[config.mk]
export PLATFORM = sky130hd
export DESIGN_NAME = sbsr_regs
export DESIGN_NICKNAME = d
export VERILOG_FILES = /design/src/sbsr_pkg.sv /design/src/sbsr_flag.sv /design/src/sbsr_regs.sv
export SDC_FILE = /design/constraint.sdc
export NUM_CORES = 1
export LEC_CHECK = 0
export ABC_AREA = 1
export ABC_CLOCK_PERIOD_IN_PS = 3240
export BUFFER_PORTS_ARGS = -buffer_cell sky130_fd_sc_hd__buf_2
export CORE_MARGIN = 5
export CORE_UTILIZATION = 57
export CTS_CLUSTER_DIAMETER = 80
export DETAILED_ROUTE_END_ITERATION = 8
export PLACE_DENSITY = 0.9
export SLEW_MARGIN = 20
export SYNTH_ARGS = -nofsm -noshare
export SYNTH_HDL_FRONTEND = slang
export SYNTH_SLANG_ARGS = --single-unit
[constraint.sdc]
create_clock -name sys_clk -period 3.24 [get_ports sys_clk]
set_clock_uncertainty 0.05 [all_clocks]
set_input_delay 0.324 -clock sys_clk [delete_from_list [all_inputs] [get_ports sys_clk]]
set_output_delay 0.324 -clock sys_clk [all_outputs]
set_load 0.01 [all_outputs]
[src/sbsr_pkg.sv]
// Package for the SMBus status and data register block
package sbsr_pkg;

    // ********************************************************
    // Register map
    // ********************************************************
    localparam logic [1:0] ADDR_STATUS  = 2'h0;
    localparam logic [1:0] ADDR_DATA    = 2'h1;
    localparam logic [1:0] ADDR_CONTROL = 2'h2;
    localparam logic [1:0] ADDR_OWNADR  = 2'h3;

    // ********************************************************
    // Status bit positions
    // ********************************************************
    localparam int BIT_XFER_COMPLETE = 7;
    localparam int BIT_ADDR_SLAVE    = 6;
    localparam int BIT_BUS_BUSY      = 5;
    localparam int BIT_ARB_LOST      = 4;
    localparam int BIT_SLAVE_RW      = 2;
    localparam int BIT_IRQ_PENDING   = 1;
    localparam int BIT_RX_ACK        = 0;

    // ********************************************************
    // Control bit positions
    // ********************************************************
    localparam int BIT_IRQ_ENABLE = 6;
    localparam int BIT_TX_SELECT  = 4;

    // ********************************************************
    // Reset values
    // ********************************************************
    localparam logic [7:0] RST_CONTROL      = 8'h00;
    localparam logic [6:0] RST_OWNADR       = 7'h00;
    localparam logic [7:0] RST_DATA         = 8'h00;
    localparam logic       RST_XFER_DONE    = 1'b1;
    localparam logic       RST_RX_ACK       = 1'b1;

    // ********************************************************
    // Carriers
    // ********************************************************
    typedef struct packed {
        logic [1:0] addr;
        logic [7:0] wdata;
        logic       wr;
        logic       rd;
    } sbsr_bus_t;

    typedef struct packed {
        logic       byteStart;
        logic       ackRise;
        logic       ackSda;
        logic       addrMatch;
        logic       rwBit;
        logic       startDet;
        logic       stopDet;
        logic       arbLost;
        logic [7:0] rxByte;
    } sbsr_evt_t;

    typedef struct packed {
        logic xferComplete;
        logic addressedAsSlave;
        logic busBusyFlag;
        logic arbLost;
        logic slaveRwDir;
        logic irqPending;
        logic rxAck;
    } sbsr_stat_t;

    typedef struct packed {
        logic       clrArb;
        logic       clrIrq;
    } sbsr_clr_t;

endpackage : sbsr_pkg

[src/sbsr_flag.sv]
// Sticky flag: hardware sets, software clears by writing zero
`timescale 1ns/10ps
module sbsr_flag (
    // Clock and reset
    input  wire logic sys_clk,
    input  wire logic rst,
    // Set and clear
    input  wire logic setEvt,
    input  wire logic clrEvt,
    // Flag
    output logic      flag
);

    typedef struct packed {
        logic flag;
    } sbsr_flag_st_t;

    sbsr_flag_st_t st_r;
    sbsr_flag_st_t st_nxt;

    always_comb begin
        st_nxt = st_r;
        // Set wins so an event in the clear cycle is kept
        if (setEvt) begin
            st_nxt.flag = 1'b1;
        end else if (clrEvt) begin
            st_nxt.flag = 1'b0;
        end
    end

    always_ff @(posedge sys_clk or posedge rst) begin
        if (rst) begin
            st_r <= '0;
        end else begin
            st_r <= st_nxt;
        end
    end

    assign flag = st_r.flag;

endmodule : sbsr_flag

[src/sbsr_regs.sv]
// SMBus status and data registers facing the microcontroller
//
// Added by the designer: the strobed register port and the address map.
`timescale 1ns/10ps
module sbsr_regs (
    // Clock and reset
    input  wire logic                sys_clk,
    input  wire logic                rst,
    // Register port
    input  wire sbsr_pkg::sbsr_bus_t bus,
    output logic [7:0]               rdata,
    // Events from the bus interface logic
    input  wire sbsr_pkg::sbsr_evt_t evt,
    // Settings and data to the bus interface logic
    output logic [7:0]               txByte,
    output logic                     txSelect,
    output logic [6:0]               ownSlaveAddr,
    output logic                     slaveMode,
    // Pins to the processor
    output logic                     xferCompletePin,
    output logic                     irqReq
);

    // ********************************************************
    // State
    // ********************************************************
    typedef struct packed {
        logic [7:0]           rdata;
        logic [7:0]           control;
        logic [6:0]           ownAdr;
        logic [7:0]           txData;
        logic [7:0]           rxData;
        logic                 xferComplete;
        logic                 addressedAsSlave;
        logic                 busBusyFlag;
        logic                 slaveRwDir;
        logic                 rxAck;
        logic                 slaveMode;
        logic                 irqReq;
        logic                 pinDone;
    } sbsr_st_t;

    sbsr_st_t           st_r;
    sbsr_st_t           st_nxt;
    sbsr_pkg::sbsr_clr_t clr;
    logic               arbLostFlag;
    logic               irqPendFlag;
    logic [7:0]         statusRd;
    logic               irqSet;

    // ********************************************************
    // Software clearable flags
    // ********************************************************
    // Only a written zero clears; a written one has no effect
    always_comb begin
        clr.clrArb = bus.wr && (bus.addr == sbsr_pkg::ADDR_STATUS)
                     && !bus.wdata[sbsr_pkg::BIT_ARB_LOST];
        clr.clrIrq = bus.wr && (bus.addr == sbsr_pkg::ADDR_STATUS)
                     && !bus.wdata[sbsr_pkg::BIT_IRQ_PENDING];
    end

    // A finished byte or lost arbitration makes an interrupt pending
    assign irqSet = evt.ackRise || evt.arbLost;

    sbsr_flag u_arb (
        .sys_clk (sys_clk),
        .rst     (rst),
        .setEvt  (evt.arbLost),
        .clrEvt  (clr.clrArb),
        .flag    (arbLostFlag)
    );

    sbsr_flag u_irq (
        .sys_clk (sys_clk),
        .rst     (rst),
        .setEvt  (irqSet),
        .clrEvt  (clr.clrIrq),
        .flag    (irqPendFlag)
    );

    // ********************************************************
    // Status read image
    // ********************************************************
    always_comb begin
        statusRd = 8'h00;
        statusRd[sbsr_pkg::BIT_XFER_COMPLETE] = st_r.xferComplete;
        statusRd[sbsr_pkg::BIT_ADDR_SLAVE]    = st_r.addressedAsSlave;
        statusRd[sbsr_pkg::BIT_BUS_BUSY]      = st_r.busBusyFlag;
        statusRd[sbsr_pkg::BIT_ARB_LOST]      = arbLostFlag;
        statusRd[sbsr_pkg::BIT_SLAVE_RW]      = st_r.slaveRwDir;
        statusRd[sbsr_pkg::BIT_IRQ_PENDING]   = irqPendFlag;
        statusRd[sbsr_pkg::BIT_RX_ACK]        = st_r.rxAck;
    end

    // ********************************************************
    // Next state
    // ********************************************************
    always_comb begin
        st_nxt = st_r;
        st_nxt.rdata = 8'h00;

        // Register writes; status writes touch only the clear logic
        if (bus.wr) begin
            case (bus.addr)
                sbsr_pkg::ADDR_DATA: begin
                    st_nxt.txData = bus.wdata;
                end
                sbsr_pkg::ADDR_CONTROL: begin
                    st_nxt.control = bus.wdata;
                end
                sbsr_pkg::ADDR_OWNADR: begin
                    st_nxt.ownAdr = bus.wdata[7:1];
                end
                default: begin
                    st_nxt.control = st_r.control;
                end
            endcase
        end

        // Register reads: data one cycle later, zero otherwise
        if (bus.rd) begin
            case (bus.addr)
                sbsr_pkg::ADDR_STATUS:  st_nxt.rdata = statusRd;
                sbsr_pkg::ADDR_DATA:    st_nxt.rdata = st_r.rxData;
                sbsr_pkg::ADDR_CONTROL: st_nxt.rdata = st_r.control;
                sbsr_pkg::ADDR_OWNADR:  st_nxt.rdata = {st_r.ownAdr, 1'b0};
                default:                st_nxt.rdata = 8'h00;
            endcase
        end

        // Transfer complete: low while a byte moves, high from the
        // ack rising edge until the next byte starts
        if (evt.ackRise) begin
            st_nxt.xferComplete = 1'b1;
            st_nxt.rxAck = evt.ackSda;
            // Overwritten each byte while receiving; software must keep pace
            if (!st_r.control[sbsr_pkg::BIT_TX_SELECT]) begin
                st_nxt.rxData = evt.rxByte;
            end
        end else if (evt.byteStart) begin
            st_nxt.xferComplete = 1'b0;
        end
        st_nxt.pinDone = st_nxt.xferComplete;

        // Slave addressing
        if (evt.addrMatch) begin
            st_nxt.addressedAsSlave = 1'b1;
            st_nxt.slaveMode = 1'b1;
            st_nxt.slaveRwDir = evt.rwBit;
        end else if (evt.startDet || evt.stopDet) begin
            st_nxt.addressedAsSlave = 1'b0;
        end

        // Bus busy; START wins if both seen together
        if (evt.startDet) begin
            st_nxt.busBusyFlag = 1'b1;
        end else if (evt.stopDet) begin
            st_nxt.busBusyFlag = 1'b0;
        end
        if (evt.stopDet) begin
            st_nxt.slaveMode = 1'b0;
        end

        // Enable masks requests but leaves the pending flag alone
        st_nxt.irqReq = (irqPendFlag || irqSet) &&
                        st_nxt.control[sbsr_pkg::BIT_IRQ_ENABLE];
    end

    // ********************************************************
    // Registers
    // ********************************************************
    always_ff @(posedge sys_clk or posedge rst) begin
        if (rst) begin
            st_r <= '0;
            st_r.control      <= sbsr_pkg::RST_CONTROL;
            st_r.ownAdr       <= sbsr_pkg::RST_OWNADR;
            st_r.txData       <= sbsr_pkg::RST_DATA;
            st_r.rxData       <= sbsr_pkg::RST_DATA;
            st_r.xferComplete <= sbsr_pkg::RST_XFER_DONE;
            st_r.rxAck        <= sbsr_pkg::RST_RX_ACK;
            st_r.pinDone      <= sbsr_pkg::RST_XFER_DONE;
        end else begin
            st_r <= st_nxt;
        end
    end

    // ********************************************************
    // Outputs, all straight from flip-flops
    // ********************************************************
    assign rdata           = st_r.rdata;
    assign txByte          = st_r.txData;
    assign txSelect        = st_r.control[sbsr_pkg::BIT_TX_SELECT];
    assign ownSlaveAddr    = st_r.ownAdr;
    assign slaveMode       = st_r.slaveMode;
    assign xferCompletePin = st_r.pinDone;
    assign irqReq          = st_r.irqReq;

endmodule : sbsr_regs

==> summary.txt <==
Synth
  – Register area share after synthesis: 0.529
  – Ys Warns: 0
  – Post-synth cell types: 20
  – Synth Instances: 256
  – Synthesized cell area: 2280 um2
  – Mapped Nets: 286
  – Post-Synth XOR/XNOR Area: 0
  – Combinational family with the most area after synthesis: simple AND/OR/NAND/NOR gates
  – Area share of fa/ha/maj cells after synthesis: 0
  – FF+latch count, synth: 48
  – Multiplexer share of the synthesized area: 0
  – Post-Synth Simple-Gate Area: 0.196
  – Syn Area/Cell: 8.90 um2
  – Compound-Gate Fraction of Synth Area: 0.0989

Clocking
  – Worst-Skew Late Latency: 300 ps
  – TritonCTS buffer count: 5
  – Hold buffer count at cts: 0
  – H-tree lvl count: 2
  – CTS sink cnt: 48
  – Resized Gates After CTS: 0
  – CTS max path bufs: 2
  – CTS tree: done
  – Post-CTS setup buffers: 0
  – Root Buffer: clkbuf_8
  – Reg clk slew, reported paths: 80 ps

Floorplan
  – Placeable Area: 3940 um2
  – Die W: 73.2 um
  – Site Rows: 23
  – Full die area: 5360 um2
  – I/O pin total: 57
  – Die height: 73.2 um
  – Initial core utilization: 0.578

Critical path
  – Crit end category: output port
  – Req. time, crit path: 2870 ps
  – Crit path kind: flop to output port
  – Critical path's top delay family: flip-flops
  – Critical Path Start Type: flop
  – Worst path cell trace: buf_2
  – Crit path DAT: 970 ps
  – Critical Path Fanout Max: 3
  – Critical-path top delay cell: dfstp_2
  – Critical Path Max Stage Delay: 550 ps
  – WP buf/inv: 1

Timing
  – Max_slew headroom: 0.470
  – Period utilization: 0.416
  – Final Setup Violations: 0
  – RSZ-0062 raised after global routing: false
  – Worst-Margin Slew: 794 ps
  – Fmax: 742 MHz
  – Slew Limit Fails: 0
  – Final setup TNS: 0 ps
  – Final min period: 1350 ps
  – Final Hold Fails: 0

Outcome
  – Status: completed

Placement
  – GP Congestion: 0.881
  – Placed Cells: 330
  – PortBufs: 56
  – Detailed Place HPWL: 3240 um
  – Cell Area, Placed: 2340 um2

Global route
  – Pin count of the biggest net entering global routing: 49
  – Total track usage: 0.184
  – Grt ovf: 0
  – Initial antenna violation count: 0
  – First-pass GRT wire length: 7460 um
  – Vias in the first global route: 1646

Routing
  – Vias/cell: 4.93
  – 1st-iter DRT viols: 187
  – Routed WL per cell: 12.9 um
  – Total number of vias: 1668
  – ANT nets after route: 0
  – First-pass detailed-route iteration total: 4
  – Final WL: 4360 um
  – DRC: 0

Power
  – P_leak: 1.35 nW
  – Power Density: 552 nW/um2
  – Peak supply drop: 370 uV
  – Total design power: 1.35 mW

Layout
  – Final std cells w/o fill: 338
  – Layout cells sized above 1: 0.247
  – Synthesis-to-finish area growth: 7.25%
  – Post-route cell area: 2440 um2
  – Final net count: 317
  – Inserted Diodes: 0

Flow run
  – # Max-Cap Violations: 0

Hold path
  – Worst hold path class: primary input to async pin
==> cells by family (layout without fill, tap and decap cells) <==
group,after synthesis,count (layout)
AO/OA/AOI/OAI,44,44
buffers and inverters,65,97
flip-flops,48,48
AND/OR/NAND/NOR,99,99
==> Yosys cell counts, drive strengths merged <==
cell type | instances | area share
a21oi | 5 | 0.011
buf | 30 | 0.11
clkbuf | 2 | 0.0082
dfrtp | 46 | 0.51
dfstp | 2 | 0.023
inv | 33 | 0.054
nand2 | 53 | 0.087
nand3 | 25 | 0.071
nand4 | 1 | 0.0027
nor2 | 19 | 0.031
o21ai | 37 | 0.081
o21bai | 1 | 0.0033
o31ai | 1 | 0.0033
or2 | 1 | 0.0027
==> through the flow <==
stage / hold slack, ps / worst slack [ps] / utilization
after floorplan: 340 / 1720 / -
after global placement: 404 / 1790 / 0.594
after detailed placement: 414 / 1740 / 0.594
after CTS: 117 / 1880 / 0.619
after global routing: 121 / 1860 / 0.619
final: 86.0 / 1890 / 0.619
==> cell usage in the layout, fill, tap and decap left out, types with 2 or more instances in the layout <==
master	count
buf_2	56
nand2_1	53
dfrtp_1	46
inv_1	30
o21ai_0	30
nand3_1	22
nor2_1	19
o21ai_1	7
clkbuf_8	7
a21oi_1	5
nand3_4	3
inv_2	2
dfstp_2	2
==> flip-flops by register name, indices dropped and copies added (netlist names) <==
register	count
st_r	19
u_irq.flag	1
u_arb.flag	1
slaveMode	1
irqReq	1
ownSlaveAddr	7
rdata	8
txSelect	1
xferCompletePin	1
txByte	8
==> worst paths after layout <==
path	startpoint	end	slack (ps)	cells after the start
setup / recovery	xferCompletePin$_DFFE_PP1P_	xferCompletePin	1890	1
hold / removal	rst	txByte[4]$_DFFE_PP0P_	90	2
setup reg to reg	txSelect$_DFFE_PP0P_	st_r[14]$_DFFE_PP0P_	2020	3
hold reg to reg	st_r[3]$_DFFE_PP1P_	st_r[3]$_DFFE_PP1P_	430	2
max in group asynchronous	rst	st_r[38]$_DFFE_PP0P_	2570	2
min in group sys_clk	evt[15]	xferCompletePin$_DFFE_PP1P_	120	2
==> area by class of cell <==
cell class	count	area (um2)
fillers	322	1500
multi-input cells	143	671
inverters	33	125
repair buffers	56	280
flip-flops and latches	48	1200
well taps	50	62.6
clock buffers	8	100
==> per-layer routing <==
| layer | GRT usage | wire length [um] |
|---|---|---|
| met1 | 0.241 | 1820 |
| met2 | 0.289 | 2200 |
| met3 | 0.0565 | 285 |
| met4 | 0.0656 | 60 |
| met5 | 0 | 0 |
==> power breakdown <==
| group | internal, mW | total [mW] | switching [mW] |
|---|---|---|---|
| combinational | 0.0927 | 0.236 | 0.144 |
| clock | 0.195 | 0.382 | 0.187 |
| sequential | 0.682 | 0.730 | 0.0481 |
| total | 0.970 | 1.35 | 0.379 |
No activity file was read; power rests on OpenSTA's default activity.
